[config.mk]
export PLATFORM = sky130hd
export DESIGN_NAME = flash_write_protect_status
export DESIGN_NICKNAME = d
export VERILOG_FILES = /design/src/rtl/flash_write_protect_status.v /design/src/rtl/block_lock_store.v
export VERILOG_INCLUDE_DIRS = /design/src /design/src/inc
export SDC_FILE = /design/constraint.sdc
export NUM_CORES = 2
export LEC_CHECK = 0
export BUFFER_PORTS_ARGS = -buffer_cell sky130_fd_sc_hd__clkbuf_2
export CAP_MARGIN = 10
export CELL_PAD_IN_SITES_DETAIL_PLACEMENT = 1
export CELL_PAD_IN_SITES_GLOBAL_PLACEMENT = 2
export CORE_AREA = 2 2 303 305
export CTS_CLUSTER_DIAMETER = 50
export DETAILED_ROUTE_END_ITERATION = 7
export DIE_AREA = 0 0 305 307
export HOLD_SLACK_MARGIN = 0.08
export PLACE_DENSITY_LB_ADDON = 0.05
export SLEW_MARGIN = 5
export SYNTH_ARGS = -nofsm -noshare
export SYNTH_HDL_FRONTEND = slang
export SYNTH_SLANG_ARGS = --single-unit
[constraint.sdc]
create_clock -name clk_sys -period 13.7 [get_ports clk_sys]
set_input_delay 1.37 -clock clk_sys [delete_from_list [all_inputs] [get_ports clk_sys]]
set_output_delay 1.37 -clock clk_sys [all_outputs]
set_load 0.02 [all_outputs]
[src/inc/flash_wp_defines.vh]
`ifndef FLASH_WP_DEFINES_VH
`define FLASH_WP_DEFINES_VH

// instruction codes
`define OP_WR_ENABLE 8'h06
`define OP_WR_DISABLE 8'h04
`define OP_RD_STAT1 8'h05
`define OP_RD_STAT2 8'h35
`define OP_WR_STAT 8'h01
`define OP_PAGE_PROG 8'h02
`define OP_SECT_ERASE 8'h20
`define OP_BLK_ERASE 8'hD8
`define OP_CHIP_ERASE 8'hC7
`define OP_PWR_DOWN 8'hB9
`define OP_PWR_RELEASE 8'hAB
`define OP_BLK_UNLOCK 8'h39
`define OP_BLK_LOCK 8'h36
`define OP_SUSPEND 8'h75
`define OP_SEC_ERASE 8'h44
`define OP_SEC_PROG 8'h42
`define OP_RST_ENABLE 8'h66
`define OP_RST_DEVICE 8'h99

// status_one / status_two field positions
`define SR1_BUSY 0
`define SR1_WEL 1
`define SR1_BP_LO 2
`define SR1_BP_HI 5
`define SR1_TB 6
`define SR1_SRP_LOW 7
`define SR2_SRP_HIGH 0
`define SR2_QE 1
`define SR2_CMP 6

// factory defaults of the writable fields
`define BP_RESET 4'h0
`define TB_RESET 1'b0
`define CMP_RESET 1'b0
`define QE_RESET 1'b0
`define SRP_RESET 2'h0

// operation kinds handed to the array engine
`define KIND_PROG 3'h0
`define KIND_SECT_ERASE 3'h1
`define KIND_BLK_ERASE 3'h2
`define KIND_CHIP_ERASE 3'h3
`define KIND_STAT_WRITE 3'h4
`define KIND_SEC_ERASE 3'h5
`define KIND_SEC_PROG 3'h6

// array geometry
`define LOCK_BITS 542
`define LOCK_IDX_W 10
`define TOP_BLOCK 9'h1FF

// timing
`define CLK_SYS_MHZ 100
`define PU_WRITE_DELAY_US 10
`define PU_WRITE_DELAY_CYC (`PU_WRITE_DELAY_US * `CLK_SYS_MHZ)

`endif

[src/rtl/flash_write_protect_status.v]
// Notes on behaviour
// RL1: below write-inhibit threshold the device stays reset and decodes nothing.
// RL2: during power-up write delay, write-related instructions including write enable are rejected.
// RL3: power-up completes with the write-enable latch cleared.
// RL4: program, erase and status write need the write-enable latch set.
// RL5: finishing program, erase or status write clears the write-enable latch.
// RL6: in power-down only the release instruction is obeyed.
// RL7: 510 block locks plus 32 sector locks in the end blocks.
// RL8: a set lock blocks program and erase of its region; clear lock allows.
// RL9: all lock bits are set at power-on.
// RL10: the unlock instruction clears the lock bit of the addressed region.
// RL11: scheme select 0 uses block-protect fields, 1 uses individual locks only.
// RL12: status writes gated by protect bits, latch, and write-protect pin outside quad.
// RL13: busy flag in bit 0; while busy only status read and suspend accepted.
// RL14: busy flag clears when the operation completes.
// RL15: latch shown in bit 1; set by write enable, cleared by disable and writes.
// RL16: four block-protect bits in bits 5..2, written by status write, default 0.
// RL17: top/bottom select 0 protects from top, 1 from bottom, default 0.
// RL18: complement bit in bit 14 inverts the selected protected region.
// RL19: protect bits 00: status writable whenever latch set, pin ignored.
// RL20: protect bits 01: pin low blocks status writes, pin high allows with latch.
// RL21: protect bits 10: status writes refused until power cycle, which returns 00.
// RL22: protect bits 11: status writes refused permanently.
// RL23: device reset also sets every lock bit.
// RL24: rejected writes change nothing and start no busy period.
`timescale 1ns/1ps
`include "flash_wp_defines.vh"

module flash_write_protect_status #(
   parameter PU_DELAY_CYC = `PU_WRITE_DELAY_CYC
) (
   input wire clk_sys, // system clock, 100 MHz
   input wire rstn, // synchronous reset, active low
   input wire supply_ok, // supply above write_inhibit_threshold
   input wire cs_n, // serial chip select, active low
   input wire sclk, // serial clock from host
   input wire mosi, // serial data in
   input wire wp_n, // write-protect pin, active low
   input wire protect_scheme_select, // 1 selects individual locks
   input wire op_done, // array engine finished current operation
   output wire miso, // serial data out
   output wire miso_oe, // data out driven
   output wire op_start, // one-cycle start to array engine
   output wire [2:0] op_kind, // kind of operation started
   output wire [31:0] op_addr, // address of operation started
   output wire suspend_req, // one-cycle suspend request
   output wire busy, // operation in progress
   output wire [7:0] status_one, // live status_one
   output wire [7:0] status_two // live status_two
);

   localparam ST_OFF = 2'h0;
   localparam ST_READY = 2'h1;
   localparam ST_BUSY = 2'h2;
   localparam ST_SLEEP = 2'h3;
   localparam [31:0] PU_LAST = PU_DELAY_CYC - 1;

   // synchronisers: first stage read only by the second
   reg [5:0] in_m_r;
   reg [5:0] in_s_r;
   reg sclk_p_r;
   reg cs_p_r;

   wire vcc_s = in_s_r[5];
   wire cs_s = in_s_r[4];
   wire sclk_s = in_s_r[3];
   wire mosi_s = in_s_r[2];
   wire wp_s = in_s_r[1];
   wire wps_s = in_s_r[0];

   reg [1:0] state_r;
   reg pu_lock_r;
   reg [31:0] pu_cnt_r;
   reg wel_r;
   reg [3:0] bp_r;
   reg tb_r;
   reg cmp_r;
   reg qe_r;
   reg srp_low_r;
   reg srp_high_r;
   reg rst_armed_r;

   reg [2:0] bit_cnt_r;
   reg [2:0] byte_cnt_r;
   reg [7:0] shift_r;
   reg [7:0] opcode_r;
   reg [31:0] addr_r;
   reg [7:0] data1_r;
   reg [7:0] data2_r;
   reg rd_active_r;
   reg rd_sel_r;
   reg [7:0] out_sh_r;

   reg miso_r;
   reg miso_oe_r;
   reg op_start_r;
   reg [2:0] op_kind_r;
   reg [31:0] op_addr_r;
   reg suspend_r;
   reg [7:0] status_one_r;
   reg [7:0] status_two_r;

   reg lock_set_all;
   reg lock_unlock;
   reg lock_lock;
   wire region_locked;
   wire any_locked;

   wire busy_flag = (state_r == ST_BUSY); // RL13
   wire [7:0] sr1 = {srp_low_r, tb_r, bp_r, wel_r, busy_flag}; // RL15 RL16
   wire [7:0] sr2 = {1'b0, cmp_r, 4'h0, qe_r, srp_high_r}; // RL18 RL19

   wire sclk_rise = sclk_s & ~sclk_p_r;
   wire sclk_fall = ~sclk_s & sclk_p_r;
   wire cs_rise = cs_s & ~cs_p_r;
   wire selected = ~cs_s;
   wire [7:0] byte_nxt = {shift_r[6:0], mosi_s};
   wire byte_done = sclk_rise & selected & (bit_cnt_r == 3'h7);
   // only whole-byte frames execute; a torn last byte aborts the command
   wire cmd_end = cs_rise & (bit_cnt_r == 3'h0) & (byte_cnt_r != 3'h0);
   wire has_addr = (byte_cnt_r >= 3'h5);

   // block-protect region, one 64KB block granule
   function bp_hit;
      input [3:0] bp;
      input tb;
      input [8:0] blk;
      reg [9:0] n;
      begin
         if (bp > 4'h9) begin
            n = 10'h200;
         end else begin
            n = 10'h001 << (bp - 4'h1);
         end
         if (bp == 4'h0) begin
            bp_hit = 1'b0;
         end else if (tb) begin
            bp_hit = ({1'b0, blk} < n); // RL17
         end else begin
            bp_hit = ({1'b0, blk} >= (10'h200 - n)); // RL17
         end
      end
   endfunction

   wire bp_prot = cmp_r ^ bp_hit(bp_r, tb_r, addr_r[24:16]); // RL18
   wire region_prot = wps_s ? region_locked : bp_prot; // RL11
   wire chip_prot = wps_s ? any_locked : ((bp_r != 4'h0) | cmp_r); // RL11
   wire [1:0] srp = {srp_high_r, srp_low_r};
   // pin only qualifies in standard/dual use; with quad enabled it is data
   wire sr_write_ok = wel_r & ((srp == 2'h0) |
                      ((srp == 2'h1) & (qe_r | wp_s))); // RL12 RL19 RL20 RL21 RL22

   block_lock_store u_locks (
      .clk_sys(clk_sys),
      .rstn(rstn),
      .set_all(lock_set_all),
      .unlock(lock_unlock),
      .lock(lock_lock),
      .addr(addr_r[24:0]),
      .locked(region_locked),
      .any_locked(any_locked)
   ); // RL7

   always @(posedge clk_sys) begin
      if (!rstn) begin
         // reset image matches idle pins (sclk low), so no false edge follows reset
         in_m_r <= 6'h12;
         in_s_r <= 6'h12;
         sclk_p_r <= 1'b0;
         cs_p_r <= 1'b1;
      end else begin
         in_m_r <= {supply_ok, cs_n, sclk, mosi, wp_n, protect_scheme_select};
         in_s_r <= in_m_r;
         sclk_p_r <= sclk_s;
         cs_p_r <= cs_s;
      end
   end

   // serial frame capture and status readout
   always @(posedge clk_sys) begin
      if (!rstn || !vcc_s || cs_s) begin
         bit_cnt_r <= 3'h0;
         rd_active_r <= 1'b0;
         miso_oe_r <= 1'b0;
         if (!rstn || !vcc_s) begin
            byte_cnt_r <= 3'h0;
            shift_r <= 8'h00;
            opcode_r <= 8'h00;
            addr_r <= 32'h0000_0000;
            data1_r <= 8'h00;
            data2_r <= 8'h00;
            rd_sel_r <= 1'b0;
            out_sh_r <= 8'h00;
            miso_r <= 1'b0;
         end else if (cs_rise) begin
            byte_cnt_r <= byte_cnt_r;
         end else begin
            // idle: next frame starts clean
            byte_cnt_r <= 3'h0;
         end
      end else begin
         if (byte_cnt_r == 3'h0 && bit_cnt_r == 3'h0 && !sclk_rise) begin
            addr_r <= addr_r;
         end
         if (sclk_rise) begin
            shift_r <= byte_nxt;
            bit_cnt_r <= bit_cnt_r + 3'h1;
         end
         if (byte_done) begin
            if (byte_cnt_r != 3'h7) begin
               byte_cnt_r <= byte_cnt_r + 3'h1;
            end
            if (byte_cnt_r == 3'h0) begin
               opcode_r <= byte_nxt;
               // RL6: no readout while asleep (ST_SLEEP); every other state, ST_OFF included, allows it
               if ((byte_nxt == `OP_RD_STAT1 || byte_nxt == `OP_RD_STAT2) &&
                   state_r != ST_SLEEP) begin
                  rd_active_r <= 1'b1;
                  rd_sel_r <= (byte_nxt == `OP_RD_STAT2);
                  out_sh_r <= (byte_nxt == `OP_RD_STAT2) ? sr2 : sr1;
               end
            end else begin
               if (byte_cnt_r <= 3'h4) begin
                  addr_r <= {addr_r[23:0], byte_nxt};
               end
               if (byte_cnt_r == 3'h1) begin
                  data1_r <= byte_nxt;
               end
               if (byte_cnt_r == 3'h2) begin
                  data2_r <= byte_nxt;
               end
               // repeated reads see the live value
               if (rd_active_r) begin
                  out_sh_r <= rd_sel_r ? sr2 : sr1;
               end
            end
         end else if (sclk_fall && rd_active_r) begin
            miso_r <= out_sh_r[7];
            out_sh_r <= {out_sh_r[6:0], 1'b0};
         end
         miso_oe_r <= rd_active_r;
      end
   end

   // instruction acceptance
   always @(posedge clk_sys) begin
      op_start_r <= 1'b0;
      suspend_r <= 1'b0;
      lock_set_all <= 1'b0;
      lock_unlock <= 1'b0;
      lock_lock <= 1'b0;
      if (!rstn) begin
         state_r <= ST_OFF;
         pu_lock_r <= 1'b1;
         pu_cnt_r <= 32'h0000_0000;
         wel_r <= 1'b0;
         bp_r <= `BP_RESET;
         tb_r <= `TB_RESET;
         cmp_r <= `CMP_RESET;
         qe_r <= `QE_RESET;
         {srp_high_r, srp_low_r} <= `SRP_RESET;
         rst_armed_r <= 1'b0;
         op_kind_r <= `KIND_PROG;
         op_addr_r <= 32'h0000_0000;
      end else if (!vcc_s) begin
         // brown-out: volatile state returns to power-on values
         state_r <= ST_OFF; // RL1
         pu_lock_r <= 1'b1;
         pu_cnt_r <= 32'h0000_0000;
         wel_r <= 1'b0; // RL3
         rst_armed_r <= 1'b0;
         lock_set_all <= 1'b1; // RL9
         if (srp == 2'h2) begin
            {srp_high_r, srp_low_r} <= `SRP_RESET; // RL21
         end
      end else begin
         if (pu_lock_r) begin
            if (pu_cnt_r == PU_LAST) begin
               pu_lock_r <= 1'b0; // RL2
            end else begin
               pu_cnt_r <= pu_cnt_r + 32'h0000_0001;
            end
         end
         case (state_r)
            ST_OFF: begin
               state_r <= ST_READY;
            end
            ST_BUSY: begin
               if (op_done) begin
                  state_r <= ST_READY; // RL14
                  wel_r <= 1'b0; // RL5 RL15
               end
               if (cmd_end && opcode_r == `OP_SUSPEND) begin
                  suspend_r <= 1'b1; // RL13
               end
            end
            ST_SLEEP: begin
               if (cmd_end && opcode_r == `OP_PWR_RELEASE) begin
                  state_r <= ST_READY; // RL6
               end
            end
            default: begin
               if (cmd_end) begin
                  rst_armed_r <= (opcode_r == `OP_RST_ENABLE) && (byte_cnt_r == 3'h1);
                  op_addr_r <= addr_r;
                  if (opcode_r == `OP_WR_ENABLE) begin
                     if (!pu_lock_r) begin
                        wel_r <= 1'b1; // RL2 RL15
                     end
                  end else if (opcode_r == `OP_WR_DISABLE) begin
                     wel_r <= 1'b0; // RL15
                  end else if (opcode_r == `OP_WR_STAT) begin
                     // a refused write keeps every field as it was
                     if (!pu_lock_r && sr_write_ok && byte_cnt_r >= 3'h2) begin // RL24
                        bp_r <= data1_r[`SR1_BP_HI:`SR1_BP_LO]; // RL16
                        tb_r <= data1_r[`SR1_TB]; // RL17
                        srp_low_r <= data1_r[`SR1_SRP_LOW];
                        if (byte_cnt_r >= 3'h3) begin
                           srp_high_r <= data2_r[`SR2_SRP_HIGH];
                           qe_r <= data2_r[`SR2_QE];
                           cmp_r <= data2_r[`SR2_CMP]; // RL18
                        end
                        op_start_r <= 1'b1;
                        op_kind_r <= `KIND_STAT_WRITE;
                        state_r <= ST_BUSY; // RL13
                     end
                  end else if (opcode_r == `OP_PAGE_PROG || opcode_r == `OP_SECT_ERASE ||
                               opcode_r == `OP_BLK_ERASE) begin
                     if (!pu_lock_r && wel_r && has_addr && !region_prot) begin // RL4 RL8 RL24
                        op_start_r <= 1'b1;
                        op_kind_r <= (opcode_r == `OP_PAGE_PROG) ? `KIND_PROG :
                                     (opcode_r == `OP_SECT_ERASE) ? `KIND_SECT_ERASE :
                                     `KIND_BLK_ERASE;
                        state_r <= ST_BUSY;
                     end
                  end else if (opcode_r == `OP_CHIP_ERASE) begin
                     if (!pu_lock_r && wel_r && !chip_prot) begin // RL4 RL11 RL24
                        op_start_r <= 1'b1;
                        op_kind_r <= `KIND_CHIP_ERASE;
                        state_r <= ST_BUSY;
                     end
                  end else if (opcode_r == `OP_SEC_ERASE || opcode_r == `OP_SEC_PROG) begin
                     if (wel_r && has_addr) begin
                        op_start_r <= 1'b1;
                        op_kind_r <= (opcode_r == `OP_SEC_ERASE) ? `KIND_SEC_ERASE :
                                     `KIND_SEC_PROG;
                        state_r <= ST_BUSY;
                     end
                  end else if (opcode_r == `OP_BLK_UNLOCK) begin
                     if (wel_r && has_addr) begin
                        lock_unlock <= 1'b1; // RL10
                     end
                  end else if (opcode_r == `OP_BLK_LOCK) begin
                     if (wel_r && has_addr) begin
                        lock_lock <= 1'b1;
                     end
                  end else if (opcode_r == `OP_PWR_DOWN) begin
                     state_r <= ST_SLEEP; // RL6
                  end else if (opcode_r == `OP_RST_DEVICE) begin
                     if (rst_armed_r) begin
                        wel_r <= 1'b0;
                        lock_set_all <= 1'b1; // RL23
                     end
                  end
               end
            end
         endcase
      end
   end

   // registered copies for the outputs
   always @(posedge clk_sys) begin
      if (!rstn) begin
         status_one_r <= 8'h00;
         status_two_r <= 8'h00;
      end else begin
         status_one_r <= sr1;
         status_two_r <= sr2;
      end
   end

   assign miso = miso_r;
   assign miso_oe = miso_oe_r;
   assign op_start = op_start_r;
   assign op_kind = op_kind_r;
   assign op_addr = op_addr_r;
   assign suspend_req = suspend_r;
   assign busy = status_one_r[`SR1_BUSY];
   assign status_one = status_one_r;
   assign status_two = status_two_r;

endmodule

[src/rtl/block_lock_store.v]
`timescale 1ns/1ps
`include "flash_wp_defines.vh"

module block_lock_store (
   input wire clk_sys, // system clock
   input wire rstn, // synchronous reset, active low
   input wire set_all, // lock every region
   input wire unlock, // clear lock of addressed region
   input wire lock, // set lock of addressed region
   input wire [24:0] addr, // byte address inside the array
   output wire locked, // addressed region is locked
   output wire any_locked // some region is locked
);

   reg [`LOCK_BITS-1:0] lock_mem_r;

   // end blocks are split into 4KB sectors, inner blocks take one bit each
   function [`LOCK_IDX_W-1:0] lock_index;
      input [24:0] a;
      begin
         if (a[24:16] == 9'h000) begin
            lock_index = {6'h00, a[15:12]};
         end else if (a[24:16] == `TOP_BLOCK) begin
            lock_index = 10'h010 + {6'h00, a[15:12]};
         end else begin
            lock_index = 10'h01F + {1'b0, a[24:16]};
         end
      end
   endfunction

   wire [`LOCK_IDX_W-1:0] idx = lock_index(addr);

   assign locked = lock_mem_r[idx]; // RL8
   assign any_locked = |lock_mem_r;

   always @(posedge clk_sys) begin
      if (!rstn || set_all) begin
         lock_mem_r <= {`LOCK_BITS{1'b1}}; // RL9 RL23
      end else if (unlock) begin
         lock_mem_r[idx] <= 1'b0; // RL10
      end else if (lock) begin
         lock_mem_r[idx] <= 1'b1;
      end
   end

endmodule

==> Word-level counts from Yosys, hierarchy flattened <==
Cells that the tools add are included.
{ "classes": {"eq_ne": 63, "shifts": 1, "mux": 137, "n_bitwise": 30, "multipliers": 0, "magnitude_cmp": 9, "n_reduce_logical": 80, "div_mod_pow": 0, "add_sub_neg": 7} }
{ "op_table": {"columns": ["op", "n"], "rows": [
  ["542-bit 2-to-1 mux", 2],
  ["542-bit bitwise AND", 1],
  ["542-bit inverter", 1],
  ["542-bit OR", 1],
  ["542-bit OR reduction", 1],
  ["32-bit 2-to-1 mux", 5],
  ["8-bit 2-to-1 mux", 16],
  ["1-bit 2-to-1 mux", 69],
  ["7-bit 2-to-1 mux", 6],
  ["8-bit equality test, second input constant", 5],
  ["3-bit 2-to-1 mux", 13],
  ["2-bit 2-to-1 mux", 19],
  ["32-bit by 1-bit adder with 32-bit output, second input constant", 1],
  ["32-bit by 10-bit equality test with 1-bit output, second input constant", 1],
  ["8-bit by 6-bit equality test with 1-bit output, second input constant", 4],
  ["8-bit by 7-bit equality test with 1-bit output, second input constant", 4],
  ["10-bit 2-to-1 mux", 3],
  ["4-bit != test, second input constant", 7],
  ["8-bit by 3-bit equality test with 1-bit output, second input constant", 3],
  ["2-bit nonzero test", 12],
  ["4-bit nonzero test", 6],
  ["4-bit AND reduction", 5],
  ["3-bit AND reduction", 6],
  ["2-bit != test, second input constant", 8],
  ["other kinds (60)", 128]
]} }
{ "word_totals": {"mem_bits_ro": 0, "ramBits": 0, "in_bits": 9, "latch_bits": 0, "elab_cells": 365, "out_inout_bits": 56, "register_bits": 738, "n_memories": 0} }

==> Logic depth before layout (Yosys ltp) <==
{ "logic_depth": {"word_depth": 18, "depth_mapped": 21, "ltp_nobuf": 16} }

==> Cells and area by module <==
A second synthesis with hierarchy kept.
{ "hier_totals": {"hier_cells": 3920, "area_unflattened_um2": 34648.2} }
{ "modules_own_cells": {"columns": ["mod", "area_each_um2", "cells_per_inst", "n_inst", "seq_area_each_um2"], "rows": [
  ["block_lock_store", 26251.4, 3068, 1, 10850.4],
  ["flash_write_protect_status", 8396.8, 852, 1, 4394.2]
]} }

==> Worst setup path after synthesis <==
Ideal clock, no wire load.
{ "synth_path": {"kind": "register -> register", "start": "reg addr_r[16]", "end": "reg op_kind_r[1] (netlist: op_kind[1])", "path_stages_with_launch": 21, "path_buffers": 6, "setup_ns": 0.123, "t_required_ns": 13.577, "path_slack_ns": 8.933, "arrival_ns": 4.643, "period_less_slack_ns": 4.767, "cell_sequence": "edfxtp_1 inv_1 ha_1 or4b_1 buf_4 o22a_1 buf_2 o21ai_2 buf_6 buf_6 buf_6 buf_6 mux4_2 nand2_1 nand2_1 o41ai_1 nand4_1 a2111oi_4 o2111ai_2 a21boi_2 mux2_1"} }
{ "synth_via": {"elab_chain_cells": 10, "elab_cells_between_ends": 17, "classes_between": "1 x add/sub; 2 x order compare; 2 x eq/ne; 7 x mux; 1 x bitwise; 4 x reduce/logical"} }
{ "synth_lines": {"columns": ["element", "line", "text"], "rows": [
  ["from (decl)", "flash_write_protect_status.v:87", "reg [31:0] addr_r;"],
  ["from (signal assigned)", "flash_write_protect_status.v:203", "addr_r <= addr_r;"],
  ["from (signal assigned)", "flash_write_protect_status.v:224", "addr_r <= {addr_r[23:0], byte_nxt};"],
  ["5-bit by 9-bit adder with 10-bit output / 9-bit equality test (equally long branches)", null, null],
  ["10-bit 2-to-1 mux", "block_lock_store.v:23", "end else if (a[24:16] == `TOP_BLOCK) begin"],
  ["10-bit 2-to-1 mux", "block_lock_store.v:21", "if (a[24:16] == 9'h000) begin"],
  ["1-bit binary-select mux with 10-bit select", "block_lock_store.v:33", "assign locked = lock_mem_r[idx];"],
  ["1-bit 2-to-1 mux (not written as such)", "block_lock_store.v:33", null],
  ["1-bit 2-to-1 mux (*)", "flash_write_protect_status.v:146", "wire region_prot = wps_s ? region_locked : bp_prot;"],
  ["1-bit zero test (*)", "flash_write_protect_status.v:329", "if (!pu_lock_r && wel_r && has_addr && !region_prot) begin"],
  ["1-bit logical AND (*)", "flash_write_protect_status.v:329", null],
  ["3-bit by 2-bit != test with 1-bit output (no source line) (*)", null, null],
  ["10-bit AND reduction (no source line) (*)", null, null],
  ["to (signal assigned)", "flash_write_protect_status.v:324", "op_kind_r <= `KIND_STAT_WRITE;"],
  ["to (signal assigned)", "flash_write_protect_status.v:331", "op_kind_r <= (opcode_r == `OP_PAGE_PROG) ? `KIND_PROG :"],
  ["to (signal assigned)", "flash_write_protect_status.v:339", "op_kind_r <= `KIND_CHIP_ERASE;"],
  ["to (decl)", "flash_write_protect_status.v:97", "reg [2:0] op_kind_r;"]
]} }
Mark *: on every way between the ends. The rest lies on a longest branch, timed or not. The select of a mux whose other input is x is not followed.
A chain may end at the register's enable or synchronous reset.

==> Final worst setup path <==
Same ends and word-level chain as after synthesis.

==> impl_summary.log <==
INFO  metric timing.hold.worst.start = in_m_r[1]$_SDFF_PN1_
INFO  metric finish.utilization = 0.429
INFO  metric fraction_of_final_layout_cells_sized_beyond_drive_strength_1 = 0.146
INFO  metric detailroute.via_count = between 30000 and 40000
INFO  metric drt-total-wl = approximately 130000 um
INFO  metric synth-edff-count = 69
INFO  metric drt-wirelength-per-cell = ~29 um
INFO  metric pwr_density_cell = about 140 nW/um2
INFO  metric cts_made_buffers = 113
INFO  metric synth-seq-area-share = 0.447
INFO  metric share_clk_of_total_power = 0.543
INFO  metric finClkSkew = ~24 ps
INFO  metric detailedRoute.firstPassIterationCount = 5
INFO  metric worst_setup_path_startpoint = addr_r[16]$_SDFFCE_PN0P_
INFO  metric max_cap_viol_count = 0
INFO  metric num-nets-final = 3400
INFO  metric grt_pass1_wl = between 200000 and 250000 um
INFO  metric cts_hold_buf = 0
INFO  metric grt_pass1_vias = roughly 30000
INFO  metric synth.distinct_cells = slightly below 80
INFO  metric slew_headroom = 0.166
INFO  metric route.detailed.drc = 0
INFO  metric yosys_warnings = 0
INFO  metric finalCritPeriodShare = 0.469
INFO  metric area_delta_synth_final = 14.0%
INFO  metric power_switching = around 1.4 mW
INFO  metric detailed_place_hpwl = between 80000 and 90000 um
INFO  metric synth-async-reset-ratio = 0
INFO  metric fp-row-count = approximately 110
INFO  metric place_ws = 7310 ps
INFO  metric yosys_most_used_dff = dfxtp_1
INFO  metric ioPinCount = 65
INFO  metric core = 90700 um2
INFO  metric floorplan.die_area = ~94000 um2
INFO  metric comb_power_share = 0.068
INFO  metric synth.cell_area = 34100 um2
INFO  metric insertion_delay = approximately 700 ps
INFO  metric routabilityCongestion = between 0.8 and 0.9
INFO  metric routed_via_density = around 6.6
INFO  metric final_setup_violations = 0
INFO  metric critical_path.cell_chain = inv_1 > ha_1 > or4b_1 > o22a_1 > buf_4 > mux2i_4 > buf_12 > mux4_2 > a22oi_1 > nand3_1 > o31ai_1 > nand4_1 > a2111oi_4 > o2111ai_2 > a21boi_2 > mux2_1
INFO  metric drt_iter0_markers = 2519
INFO  metric critical_path_class = register to register
INFO  metric p_leak = about 12 nW
INFO  metric clk_root_buffer_cell = clkbuf_16
INFO  metric ant_nets = 0
INFO  metric global_route.overflow_total = 0
INFO  metric syn_inst = 3511
INFO  metric critical_path.endpoint_type = register
INFO  metric power.ir.vdd_worst = slightly above 0.09 mV
INFO  metric setup_total_negative_slack = 0 ps
INFO  metric crit_path_top_delay_cell = or4b_1
INFO  metric seq_power_share = 0.389
INFO  metric holdCritPathClass = register to register
INFO  metric rsz_0062_raised_after_global_routing = no
INFO  metric hold_viol_final = 0
INFO  metric critical_path_peak_fanout = approximately 140
INFO  metric die_h = between 300 and 400 um
INFO  metric drv_slew = 0
INFO  metric layout_setup_ws = 7280 ps
INFO  metric gr-usage-all-layers = 0.280
INFO  metric tritoncts = yes
INFO  metric dieWidth = slightly above 300 um
INFO  metric setup.worst_path.start_class = register
INFO  metric clk_pin_slew = ~60 ps
INFO  metric pin_count_of_the_biggest_net_entering_global_routing = around 140
INFO  metric syn_avg_cell_area = just under 10 um2
INFO  metric reg2reg_start = addr_r[16]$_SDFFCE_PN0P_
INFO  metric cts_max_path_buffers = 3
INFO  metric internal-power = 4.16 mW
INFO  metric run_status = finished, final reports clean
INFO  metric io_buffers = between 50 and 60
INFO  metric worst-slew-pin-transition = between 1000 and 1500 ps
INFO  metric htreeDepth = 3
INFO  metric floorplan.initialDensity = 0.376
INFO  metric register_bit_count_reported_by_yosys = 727
INFO  metric critPathRequiredTime = between 10000 and 15000 ps
INFO  metric antenna_found_initial = 2
INFO  metric power = ~5.6 mW
INFO  metric cts.sink_count = ~730
INFO  metric power.share.switching = 0.251
INFO  metric ctsResizeCount = 0
INFO  metric cp_slowest_stage_delay = 660 ps
INFO  metric worst-endpoint-arrival = approximately 7000 ps
INFO  metric cts_setup_buffers = 0
INFO  metric time_the_final_worst_path_needs_with_i_o_delays_and_setup = roughly 6400 ps
INFO  metric clock.fmax = around 0.16 GHz
## through the flow
stage          instances  hold slack [ps]  cell area (um2)
2_1_floorplan       3515              386            34100
3_3_place_gp        4429              393            35000
3_5_place_dp        4429              402            35000
4_1_cts             4638              417            38900
5_1_grt             4638              435            38900
6_report            4639              415            38900
## path summary, 6_finish.rpt
path	endpoint	slack (ps)	depth (start not counted)
setup / recovery	op_kind[1]$_SDFFE_PN0P_	7280	16
hold / removal	in_s_r[1]$_SDFF_PN1_	420	1
setup reg to reg	op_kind[1]$_SDFFE_PN0P_	7280	16
hold reg to reg	in_s_r[1]$_SDFF_PN1_	420	1
## power by group through the flow
stage	Clock, mW	Combinational, mW	Sequential [mW]
6_report	3.01	0.379	2.16
3_3_place_gp	0	0.373	2.21
2_1_floorplan	0	0.263	2.20
5_1_grt	3.16	0.401	2.16
4_1_cts	3.06	0.379	2.16
3_5_place_dp	0	0.378	2.21
## logic make-up after synthesis
group	after synthesis	share of synthesized area
AOI/OAI and AO/OA	1304	0.267
xor gates and xnor gates	40	0.0103
adders and majority gates	33	0.0121
buffers and inverters	453	0.0545
DFF	727	0.447
muxes	164	0.0930
other	1	0.000110
and+or+nand+nor	789	0.116
## routing by layer
metal	wire length, um	track usage	share of wire	up-vias
met5	0	0	0	-
met4	5180	0.106	0.039	0
met3	6870	0.0412	0.051	240
met2	62500	0.453	0.47	868
met1	59600	0.378	0.44	15800
li1	-	-	-	13600
## cell usage after synthesis (all sizes together), types with 6 or more instances
master / instances / area, um2
o311ai: 543 / 4760
xnor2: 15 / 131
buf: 94 / 513
o21ai: 568 / 2850
a21o: 7 / 52.6
edfxtp: 69 / 2070
nor2b: 19 / 119
nor4: 152 / 951
mux2: 11 / 124
and3: 15 / 93.8
mux2i: 32 / 324
inv: 33 / 124
nand2: 286 / 1070
ha: 33 / 413
a21oi: 25 / 125
o211ai: 30 / 225
nand3: 36 / 180
xor2: 25 / 219
o21a: 8 / 60.1
mux4: 121 / 2730
nor3: 27 / 140
dfxtp: 658 / 13200
nand4: 51 / 319
a21boi: 38 / 289
nor2: 87 / 327
a22oi: 23 / 173
a311oi: 7 / 61.3
or4: 6 / 48.8
clkbuf: 326 / 1220
and2: 72 / 450
o31ai: 6 / 45.0
nand2b: 15 / 93.8
## worst max-delay path: cells and delay by family (launching register included)
kind	cells	cell delay [ps]
compound gates	6	2060
fa+ha+maj	1	230
buf+inv	3	1120
flops	1	480
mux	3	1170
simple gates	3	1100
## final cells by class
type,instances,area [um2]
inverters,33,124
flip-flops and latches,727,15200
diodes,1,2.50
fillers,9910,51800
clock inverters,67,841
repair buffers,148,988
well taps,1186,1480
multi-input cells,2335,17100
clock buffers,142,3100
## cell usage in the layout (no fill, tap or decap), types with 25 or more instances in the layout
cell / synthesis / layout
a21boi_0: 37 / 37
and2_1: 72 / 72
buf_4: 12 / 87
clkbuf_16: 0 / 116
clkbuf_2: 0 / 59
dfxtp_1: 658 / 657
edfxtp_1: 69 / 69
ha_1: 33 / 33
inv_1: 33 / 33
mux2i_1: 31 / 30
mux4_2: 121 / 121
nand2_1: 286 / 286
nand3_1: 36 / 36
nand4_1: 51 / 51
nor2_1: 87 / 82
nor4_1: 152 / 152
o211ai_1: 30 / 30
o21ai_0: 565 / 564
o311ai_0: 542 / 542
xor2_1: 25 / 25
Power figures use the tool's default switching activity.
